==> config.mk <==
export PLATFORM = sky130hd
export DESIGN_NAME = emp_mac_port
export DESIGN_NICKNAME = d
export VERILOG_FILES = /design/src/shared/emp_pkg.sv /design/src/logic/emp_mac_port.sv /design/src/logic/emp_timer_chan.sv
export SDC_FILE = /design/constraint.sdc
export NUM_CORES = 1
export LEC_CHECK = 0
export BUFFER_PORTS_ARGS = -buffer_cell sky130_fd_sc_hd__buf_2
export CAP_MARGIN = 15
export CORE_MARGIN = 4
export CORE_UTILIZATION = 40
export DETAILED_ROUTE_END_ITERATION = 12
export GPL_ROUTABILITY_DRIVEN = 0
export MAX_ROUTING_LAYER = met4
export PLACE_DENSITY = 0.58
export SLEW_MARGIN = 20
export SYNTH_ARGS = -nofsm -noshare
export SYNTH_HDL_FRONTEND = slang
export SYNTH_SLANG_ARGS = --single-unit
==> constraint.sdc <==
create_clock -name clk -period 5.6 [get_ports clk]
set_input_delay 0.28 -clock clk [delete_from_list [all_inputs] [get_ports clk]]
set_output_delay 0.28 -clock clk [all_outputs]
set_load 0.01 [all_outputs]
==> src/shared/emp_pkg.sv <==
// Operation
// 10 or 100 Mbit/s, half or full duplex
// MII, reduced MII or RMII port
// PHY holds collision while it lasts
// PHY raises carrier sense when medium busy
// MAC drives management clock for data
// Management data pin input after reset
// MII receive signals sampled on receive clock
// PHY holds valid across whole frame
// Valid starts by delimiter, excludes end
// RMII carrier and valid from one input
// Take data only while valid, 4/2 bits
// Receive error with valid marks frame errored
// MII transmit launched on transmit clock
// Transmit data meaningful only while enabled
// Enable with preamble, drop after last nibble
// Transmit error while enabled makes bad symbols
// RMII reference clock times everything
// Capture latches timer on rising pin edge
// Compare pulses pin one cycle on match
// Timer event raises interrupt or DMA request
// Alternate timestamp clock whole nanoseconds; the timer counts only clk, with no alternate clock
// Full duplex ignores collision input
package emp_pkg;
	localparam logic [7:0] ADDR_CTRL   = 8'h00;
	localparam logic [7:0] ADDR_STATUS = 8'h04;
	localparam logic [7:0] ADDR_TXD    = 8'h08;
	localparam logic [7:0] ADDR_RXD    = 8'h0c;
	localparam logic [7:0] ADDR_MDIO   = 8'h10;
	localparam logic [7:0] ADDR_TIMER  = 8'h14;
	localparam logic [7:0] ADDR_TCSR0  = 8'h20;
	localparam logic [7:0] ADDR_TCCR0  = 8'h24;
	localparam logic [7:0] ADDR_TCSR1  = 8'h28;
	localparam logic [7:0] ADDR_TCCR1  = 8'h2c;
	localparam int         MDC_DIV     = 50;
	localparam int         CHANNELS    = 2;
	localparam logic [1:0] RESP_OKAY   = 2'b00;
	localparam logic [1:0] RESP_SLVERR = 2'b10;
	typedef enum logic [1:0] {
		EMP_MII  = 2'b00,
		EMP_RMII = 2'b01
	} emp_mode_t;
	typedef struct packed {
		logic       rxDv;
		logic       rxEr;
		logic [3:0] rxD;
		logic       crs;
		logic       col;
	} emp_rx_t;
	typedef struct packed {
		logic       txEn;
		logic       txEr;
		logic [3:0] txD;
	} emp_tx_t;
endpackage

==> src/logic/emp_mac_port.sv <==
`timescale 1ns/10ps
module emp_mac_port (
	// Clock and reset
	input  wire logic           clk,
	input  wire logic           arst_n,
	// AXI4-Lite write
	input  wire logic [7:0]     s_axi_awaddr,
	input  wire logic           s_axi_awvalid,
	output logic                s_axi_awready,
	input  wire logic [31:0]    s_axi_wdata,
	input  wire logic [3:0]     s_axi_wstrb,
	input  wire logic           s_axi_wvalid,
	output logic                s_axi_wready,
	output logic [1:0]          s_axi_bresp,
	output logic                s_axi_bvalid,
	input  wire logic           s_axi_bready,
	// AXI4-Lite read
	input  wire logic [7:0]     s_axi_araddr,
	input  wire logic           s_axi_arvalid,
	output logic                s_axi_arready,
	output logic [31:0]         s_axi_rdata,
	output logic [1:0]          s_axi_rresp,
	output logic                s_axi_rvalid,
	input  wire logic           s_axi_rready,
	// PHY receive and transmit
	input  wire logic           phyClk,
	input  wire logic           phyTxClk,
	input  wire emp_pkg::emp_rx_t rxIn,
	output emp_pkg::emp_tx_t    txOut,
	// Management
	output logic                mdc,
	input  wire logic           mdioIn,
	output logic                mdioOut,
	output logic                mdioOe,
	// Timer event pins
	input  wire logic [1:0]     timerPinIn,
	output logic [1:0]          timerPinOut,
	output logic [1:0]          timerPinOe,
	output logic                irq,
	output logic                dmaReq
);
	import emp_pkg::*;

	function automatic logic [31:0] merge(input logic [31:0] o,
		input logic [31:0] d, input logic [3:0] s);
		for (int i = 0; i < 4; i++)
			if (s[i])
				o[i*8 +: 8] = d[i*8 +: 8];
		return o;
	endfunction

	// Synchronisers for everything from pins
	logic [12:0] syncA, syncB;
	always_ff @(posedge clk or negedge arst_n) begin
		if (!arst_n) begin
			syncA <= 13'h0;
			syncB <= 13'h0;
		end else begin
			syncA <= {timerPinIn, mdioIn, phyTxClk, phyClk, rxIn};
			syncB <= syncA;
		end
	end
	emp_rx_t rx;
	logic    rxClkS, txClkS, mdioS;
	logic [1:0] tpS;
	assign {tpS, mdioS, txClkS, rxClkS, rx} = syncB;

	// ctrl: 0 rmii, 1 full duplex, 2 unused, 3 tx start, 4 tx error
	logic [31:0] ctrlReg, ctrlNext, txdReg, txdNext, mdioReg, mdioNext;
	logic [31:0] tcsrReg [CHANNELS], tcsrNext [CHANNELS];
	logic [31:0] timerReg, timerNext;
	logic        bvReg, bvNext, rvReg, rvNext;
	logic [1:0]  brReg, brNext, rrReg, rrNext;
	logic [31:0] rdReg, rdNext;
	logic        rxClkPrev, txClkPrev, rxEdge, txEdge;
	logic        rmii, fullDup;
	assign rmii    = ctrlReg[0];
	assign fullDup = ctrlReg[1];
	// In RMII both directions use the reference clock on phyClk
	assign rxEdge = rxClkS & ~rxClkPrev;
	assign txEdge = rmii ? rxEdge : (txClkS & ~txClkPrev);

	// Receive shift path
	logic [31:0] rxWordReg, rxWordNext;
	logic [5:0]  rxBitsReg, rxBitsNext;
	logic        rxErrReg, rxErrNext, crsReg, crsNext, colReg, colNext;
	logic        rxDoneReg, rxDoneNext, rxActReg, rxActNext;
	logic        rdRx;

	always_comb begin
		rxWordNext = rxWordReg;
		rxBitsNext = rxBitsReg;
		rxErrNext  = rxErrReg;
		rxActNext  = rxActReg;
		rxDoneNext = rxDoneReg & ~rdRx;
		crsNext    = rmii ? rx.rxDv : rx.crs;
		colNext    = rx.col & ~fullDup;
		if (rxEdge) begin
			rxActNext = rx.rxDv;
			if (rx.rxDv) begin
				if (!rxActReg) begin
					rxBitsNext = 6'h0;
					rxErrNext  = 1'b0;
				end
				if (rmii) begin
					rxWordNext = {rx.rxD[1:0], rxWordReg[31:2]};
					rxBitsNext = rxBitsNext + 6'h2;
				end else begin
					rxWordNext = {rx.rxD, rxWordReg[31:4]};
					rxBitsNext = rxBitsNext + 6'h4;
				end
				if (rx.rxEr)
					rxErrNext = 1'b1;
			end else if (rxActReg)
				rxDoneNext = 1'b1;
		end
	end

	always_ff @(posedge clk or negedge arst_n) begin
		if (!arst_n) begin
			rxWordReg <= 32'h0;
			rxBitsReg <= 6'h0;
			rxErrReg  <= 1'b0;
			rxActReg  <= 1'b0;
			rxDoneReg <= 1'b0;
			crsReg    <= 1'b0;
			colReg    <= 1'b0;
			rxClkPrev <= 1'b0;
			txClkPrev <= 1'b0;
		end else begin
			rxWordReg <= rxWordNext;
			rxBitsReg <= rxBitsNext;
			rxErrReg  <= rxErrNext;
			rxActReg  <= rxActNext;
			rxDoneReg <= rxDoneNext;
			crsReg    <= crsNext;
			colReg    <= colNext;
			rxClkPrev <= rxClkS;
			txClkPrev <= txClkS;
		end
	end

	// Transmit: sends the 32-bit word then drops enable; a half-duplex collision drops enable early
	emp_tx_t    txReg, txNext;
	logic [5:0] txLeftReg, txLeftNext;
	logic [31:0] txShReg, txShNext;
	logic        txStart;
	always_comb begin
		txNext     = txReg;
		txLeftNext = txLeftReg;
		txShNext   = txShReg;
		if (txEdge) begin
			if (txLeftReg != 6'h0 && !(colReg && !fullDup)) begin
				txNext.txEn = 1'b1;
				txNext.txEr = ctrlReg[4];
				if (rmii) begin
					txNext.txD = {2'b00, txShReg[1:0]};
					txShNext   = {2'b00, txShReg[31:2]};
					txLeftNext = txLeftReg - 6'h2;
				end else begin
					txNext.txD = txShReg[3:0];
					txShNext   = {4'h0, txShReg[31:4]};
					txLeftNext = txLeftReg - 6'h4;
				end
			end else begin
				txNext     = '0;
				txLeftNext = 6'h0;
			end
		end else if (txStart && txLeftReg == 6'h0 && !txReg.txEn) begin
			txShNext   = txdReg;
			txLeftNext = 6'd32;
		end
	end
	always_ff @(posedge clk or negedge arst_n) begin
		if (!arst_n) begin
			txReg     <= '0;
			txLeftReg <= 6'h0;
			txShReg   <= 32'h0;
		end else begin
			txReg     <= txNext;
			txLeftReg <= txLeftNext;
			txShReg   <= txShNext;
		end
	end
	assign txOut = txReg;

	// Management clock and single-bit shifter
	// mdio reg: 15:0 data, 20:16 bits left, 21 drive, 22 busy, 23 armed
	logic [7:0] mdcCntReg, mdcCntNext;
	logic       mdcReg, mdcNext, mdcFall, mdcRise;
	always_comb begin
		mdcCntNext = mdcCntReg + 8'h1;
		mdcNext    = mdcReg;
		mdcFall    = 1'b0;
		mdcRise    = 1'b0;
		if (mdcCntReg == 8'(MDC_DIV - 1)) begin
			mdcCntNext = 8'h0;
			mdcNext    = ~mdcReg;
			mdcFall    = mdcReg;
			mdcRise    = ~mdcReg;
		end
	end
	always_ff @(posedge clk or negedge arst_n) begin
		if (!arst_n) begin
			mdcCntReg <= 8'h0;
			mdcReg    <= 1'b0;
		end else begin
			mdcCntReg <= mdcCntNext;
			mdcReg    <= mdcNext;
		end
	end
	assign mdc     = mdcReg;
	assign mdioOut = mdioReg[15];
	assign mdioOe  = mdioReg[22] & mdioReg[21];

	// Timer and channels
	logic [31:0] chVal [CHANNELS];
	logic [CHANNELS-1:0] chFlag, chIrq, chDma, chWe, chClr;
	for (genvar g = 0; g < CHANNELS; g++) begin : gChan
		emp_timer_chan uChan (
			.clk      (clk),
			.arst_n   (arst_n),
			.ctrl     (tcsrReg[g][3:0]),
			.timerVal (timerReg),
			.cmpWr    (s_axi_wdata),
			.cmpWe    (chWe[g]),
			.flagClr  (chClr[g]),
			.pinSync  (tpS[g]),
			.pinOut   (timerPinOut[g]),
			.pinOe    (timerPinOe[g]),
			.value    (chVal[g]),
			.flag     (chFlag[g]),
			.irq      (chIrq[g]),
			.dmaReq   (chDma[g])
		);
	end
	assign irq    = |chIrq;
	assign dmaReq = |chDma;

	// Register slave: takes a write when address and data both present
	logic wrGo, rdGo;
	assign wrGo = s_axi_awvalid & s_axi_wvalid & ~bvReg;
	assign rdGo = s_axi_arvalid & ~rvReg;
	assign s_axi_awready = wrGo;
	assign s_axi_wready  = wrGo;
	assign s_axi_arready = rdGo;
	assign rdRx = rdGo && s_axi_araddr == ADDR_RXD;
	assign txStart = ctrlReg[3];

	always_comb begin
		ctrlNext  = ctrlReg;
		txdNext   = txdReg;
		mdioNext  = mdioReg;
		timerNext = timerReg + 32'h1;
		tcsrNext  = tcsrReg;
		chWe      = '0;
		chClr     = '0;
		bvNext    = bvReg & ~s_axi_bready;
		brNext    = brReg;
		rvNext    = rvReg & ~s_axi_rready;
		rrNext    = rrReg;
		rdNext    = rdReg;
		if (txStart && txLeftReg == 6'h0 && !txReg.txEn && !txEdge)
			ctrlNext[3] = 1'b0;
		// Armed by a rising mdc so bit 15 is seen before the first shift
		if (mdioReg[22] && mdcRise)
			mdioNext[23] = 1'b1;
		if (mdioReg[23:22] == 2'b11 && mdcFall) begin
			mdioNext[15:0] = {mdioReg[14:0], mdioS};
			mdioNext[20:16] = mdioReg[20:16] - 5'h1;
			if (mdioReg[20:16] == 5'h0)
				mdioNext[23:22] = 2'b00;
		end
		if (wrGo) begin
			bvNext = 1'b1;
			brNext = RESP_OKAY;
			if (s_axi_awaddr == ADDR_CTRL)
				ctrlNext = merge(ctrlReg, s_axi_wdata, s_axi_wstrb);
			else if (s_axi_awaddr == ADDR_TXD)
				txdNext = merge(txdReg, s_axi_wdata, s_axi_wstrb);
			else if (s_axi_awaddr == ADDR_MDIO) begin
				mdioNext = {9'h0, 1'b1, s_axi_wdata[21:0]};
			end else if (s_axi_awaddr == ADDR_TIMER)
				timerNext = s_axi_wdata;
			else if (s_axi_awaddr == ADDR_TCSR0 ||
				s_axi_awaddr == ADDR_TCSR1) begin
				tcsrNext[s_axi_awaddr[3]] = {28'h0, s_axi_wdata[3:0]};
				chClr[s_axi_awaddr[3]] = s_axi_wdata[7]; // write 1 clears
			end else if (s_axi_awaddr == ADDR_TCCR0 ||
				s_axi_awaddr == ADDR_TCCR1)
				chWe[s_axi_awaddr[3]] = 1'b1;
			else
				brNext = RESP_SLVERR;
		end
		if (rdGo) begin
			rvNext = 1'b1;
			rrNext = RESP_OKAY;
			if (s_axi_araddr == ADDR_CTRL)
				rdNext = ctrlReg;
			else if (s_axi_araddr == ADDR_STATUS)
				rdNext = {21'h0, mdioReg[22], rxBitsReg, rxErrReg,
					rxDoneReg, crsReg, colReg};
			else if (s_axi_araddr == ADDR_TXD)
				rdNext = txdReg;
			else if (s_axi_araddr == ADDR_RXD)
				rdNext = rxWordReg;
			else if (s_axi_araddr == ADDR_MDIO)
				rdNext = mdioReg;
			else if (s_axi_araddr == ADDR_TIMER)
				rdNext = timerReg;
			else if (s_axi_araddr == ADDR_TCSR0 ||
				s_axi_araddr == ADDR_TCSR1)
				rdNext = {24'h0, chFlag[s_axi_araddr[3]], 3'h0,
					tcsrReg[s_axi_araddr[3]][3:0]};
			else if (s_axi_araddr == ADDR_TCCR0 ||
				s_axi_araddr == ADDR_TCCR1)
				rdNext = chVal[s_axi_araddr[3]];
			else begin
				rdNext = 32'h0;
				rrNext = RESP_SLVERR;
			end
		end
	end

	always_ff @(posedge clk or negedge arst_n) begin
		if (!arst_n) begin
			ctrlReg  <= 32'h0;
			txdReg   <= 32'h0;
			mdioReg  <= 32'h0;
			timerReg <= 32'h0;
			tcsrReg  <= '{default: 32'h0};
			bvReg    <= 1'b0;
			brReg    <= RESP_OKAY;
			rvReg    <= 1'b0;
			rrReg    <= RESP_OKAY;
			rdReg    <= 32'h0;
		end else begin
			ctrlReg  <= ctrlNext;
			txdReg   <= txdNext;
			mdioReg  <= mdioNext;
			timerReg <= timerNext;
			tcsrReg  <= tcsrNext;
			bvReg    <= bvNext;
			brReg    <= brNext;
			rvReg    <= rvNext;
			rrReg    <= rrNext;
			rdReg    <= rdNext;
		end
	end
	assign s_axi_bvalid = bvReg;
	assign s_axi_bresp  = brReg;
	assign s_axi_rvalid = rvReg;
	assign s_axi_rresp  = rrReg;
	assign s_axi_rdata  = rdReg;
endmodule // emp_mac_port

==> src/logic/emp_timer_chan.sv <==
`timescale 1ns/10ps
module emp_timer_chan (
	// Clock and reset
	input  wire logic        clk,
	input  wire logic        arst_n,
	// Control
	input  wire logic [3:0]  ctrl,
	input  wire logic [31:0] timerVal,
	input  wire logic [31:0] cmpWr,
	input  wire logic        cmpWe,
	input  wire logic        flagClr,
	// Pin
	input  wire logic        pinSync,
	output logic             pinOut,
	output logic             pinOe,
	// Results
	output logic [31:0]      value,
	output logic             flag,
	output logic             irq,
	output logic             dmaReq
);
	import emp_pkg::*;
	// ctrl: 0 enable, 1 compare mode, 2 irq enable, 3 dma enable
	logic [31:0] valueReg, valueNext;
	logic        flagReg, flagNext, prevReg, pulseReg, pulseNext, evt;

	always_comb begin
		evt = 1'b0;
		valueNext = valueReg;
		pulseNext = 1'b0;
		if (ctrl[0] && !ctrl[1] && pinSync && !prevReg) begin
			evt = 1'b1;
			valueNext = timerVal;
		end
		if (ctrl[0] && ctrl[1] && timerVal == valueReg) begin
			evt = 1'b1;
			pulseNext = 1'b1;
		end
		if (cmpWe)
			valueNext = cmpWr;
		flagNext = evt | (flagReg & ~flagClr);
	end

	always_ff @(posedge clk or negedge arst_n) begin
		if (!arst_n) begin
			valueReg <= 32'h0;
			flagReg  <= 1'b0;
			prevReg  <= 1'b0;
			pulseReg <= 1'b0;
		end else begin
			valueReg <= valueNext;
			flagReg  <= flagNext;
			prevReg  <= pinSync;
			pulseReg <= pulseNext;
		end
	end

	assign value  = valueReg;
	assign flag   = flagReg;
	assign pinOut = pulseReg;
	assign pinOe  = ctrl[0] & ctrl[1];
	assign irq    = flagReg & ctrl[2];
	assign dmaReq = flagReg & ctrl[3];
endmodule // emp_timer_chan

==> flow_summary_export.csv <==
group,metric,value,unit
finish,fillers,4347,
drt,drt_iter0_markers,1554,
drt,dr_total_vias,14889,
synth,ys_types,70,
drt,drc,0,
drt,wl,58700,µm
clocking,cts_inserted_buffers,41,
place,place_area,0.0196,mm²
floorplan,dieArea,0.0502,mm²
global_routing,grt_max_degree,177,
place,numPortBuffers,125,
clocking,numClockSinks,356,
synth,ys_warn_count,0,
global_routing,overflow,0,
worst_setup_path,cp.arrival,2590,ps
finish,drive_gt1_share,17.2,%
drt,wl_per_cell,22.7,µm
sta,fmax,348,MHz
worst_setup_path,critPathKind,"reg -> out",
synth,syn_inst,1904,
worst_setup_path,timing.reg2reg.setup_slack,2850,ps
job,cap_viol_max_count,0,
sta,finalMaxSlewViolations,0,
sta,worst_pin_slew,1110,ps
floorplan,fp.dieH,224,µm
sta,fin_ws,2730,ps
clocking,cts_tree,"yes",
floorplan,fp.dieW,224,µm
global_routing,grt_antenna_before_repair,5,
sta,finalClockSkew,23.8,ps
clocking,cts.reportedPaths.clkPinSlew,60,ps
finish,final_area,0.0212,mm²
sta,hold_viol,0,
sta,rsz0062_at_grt,"no",
synth,avgSynthCellArea,9.81,µm²
sta,hold_ws,62.5,ps
sta,fin_crit_sh,51.2,%
finish,syn_to_final_growth,13.6,%
worst_setup_path,start_kind,"flip-flop",
place,hpwl,41700,µm
power,p_leak,8.74,nW
drt,first_pass_iters,6,
sta,relSlewSlack,25.4,%
worst_setup_path,critPathMaxFanout,78,
synth,synthArstFlopShare,100,%
power,p_per_area,328,mW/mm²
floorplan,rows,78,
synth,synth_edf_count,0,
power,peakVddDrop,0.203,mV
global_routing,grt_first_pass_wirelength,90400,µm
run_status,outcome,"finished, final reports clean",
synth,yosysTopAreaCell,"dfrtp_1",
worst_setup_path,endpoint_kind,"primary output",
synth,ys.flop_type,"dfrtp_1",
clocking,cts_root_buffer,"clkbuf_16",
sta,setup_viol,0,
finish,final_nets,2031,
global_routing,grt_util_all_layers,23.8,%
floorplan,core,0.0458,mm²
place,preCtsSetupSlack,2460,ps
synth,yosysSeqAreaShare,47.7,%
floorplan,ios,128,
clocking,clk_latency,570,ps
worst_setup_path,worstPathRequired,5320,ps
drt,antenna_left,0,
synth,synth.top_cell.area_share,47.7,%
hold_path,min_path_type,"in -> reg",
sta,tns,0,ps
clocking,cts_buffer_depth,3,
floorplan,initial_core_util,40.8,%
synth,netlist_area,0.0187,mm²
global_routing,grt_pass1_vias,14524,
sta,layout_min_cycle_time,2870,ps
clocking,cts_resized,0,
synth,synth.area.top_cells,"dfrtp_1 48%, mux2i_1 7.6%, a21oi_1 6.1%",
clocking,cts_max_level,2,
synth,synth_seq_cells,356,
drt,vias_per_cell,5.77,
finish,fin_util,46.4,%
==> worst max-delay path: stages, from the launching register on <==
cell and delay (ps):
dfrtp_1 350, inv_1 60, nand2_2 60, buf_4 590, inv_1 610, buf_2 320
==> cells by family after synthesis <==
kind of cell / share of synthesized area, %
AO/OA/AOI/OAI: 16.3
XOR/XNOR: 4.83
adder cells (fa/ha/maj): 0.603
buffers and inverters: 4.18
flip-flops: 47.7
multiplexers: 13.8
other: 0.0201
AND/OR/NAND/NOR: 12.6
==> cell usage in the layout, fill, tap and decap left out, types with 17 or more instances in the layout <==
master       n
mux2_2      92
mux2i_1    141
buf_4       19
a21oi_1    228
nor2b_1     17
a221oi_1    19
nor2_1     189
xnor2_1     39
nand3_1     31
buf_2      124
nand2_1    140
o21ai_0    123
inv_1       25
nand4_1     18
clkbuf_16   41
dfrtp_1    355
xor2_1      64
o22ai_1     20
==> state kept, by name, summed over array words and instances, names as in the netlist, 2 cells and up <==
register,flops
timerReg,32
txShReg,32
txOut,6
mdcCntReg,8
rxBitsReg,5
ctrlReg,32
syncB,13
syncA,13
txdReg,32
s_axi_rdata,32
tcsrReg,8
gChan.uChan.prevReg,2
gChan.uChan.flag,2
mdioReg,24
txLeftReg,5
rxWordReg,32
gChan.uChan.value,64
gChan.uChan.pinOut,2
==> path summary, 6_finish.rpt <==
kind                                     start            end  cells after the start
worst max-delay path              s_axi_rvalid  s_axi_arready                      5
worst min-delay path            s_axi_wstrb[0]     ctrlReg[3]                      2
worst max register to register    s_axi_bvalid    ctrlReg[19]                      5
worst min register to register        syncA[3]       syncB[3]                      0
max in group asynchronous               arst_n     tcsrReg[1]                      3
min in group asynchronous               arst_n    txShReg[10]                      2
==> what timing repair did <==
item / 4_1_cts / 5_1_grt
setup buffers: 0 / 0
hold endpoints to repair: 58 / 0
hold buffers: 16 / 0
==> cell type report <==
cell class,instances,area [µm²],share of cell area (%)
Clock inverter,16,246,1.16
Tap cell,600,751,3.54
Timing Repair Buffer,162,986,4.65
Inverter,25,93.8,0.442
Clock buffer,55,1150,5.41
Multi-Input combinational cell,1364,9070,42.7
Sequential cell,356,8910,42.0
Antenna cell,4,10.0,0.0472
==> through the flow <==
stage,power (mW),cells
2_1_floorplan,3.72,1905
3_3_place_gp,4.12,2490
3_5_place_dp,4.14,2490
4_1_cts,7.01,2577
5_1_grt,7.27,2581
6_report,6.95,2582
==> power breakdown <==
group          total [mW]  internal (mW)  switching [mW]
combinational       0.973          0.411           0.561
sequential           3.15           2.81           0.342
clock                2.83           1.71            1.11
==> synthesized netlist by cell type (all sizes together) (9+ instances only) <==
cell type and number:
dfrtp 356, a21oi 229, nor2 191, nand2 146, mux2i 141, o21ai 123
clkbuf 102, mux2 94, xor2 64, buf 58, xnor2 39, nand3 33
inv 25, o22ai 20, a221oi 19, nand4 18, nor2b 18, a22oi 16
and3 16, o221ai 16, nor4 15, a31oi 14, a2bb2oi 12, nor3 12
nand2b 11, and2 9, ha 9
==> routing by layer <==
metal / track usage (%) / wire, µm
met1: 34.8 / 27300
met2: 34.1 / 25700
met3: 4.63 / 4290
met4: 6.16 / 1460
met5: - / 0
Power figures use the tool's default switching activity.
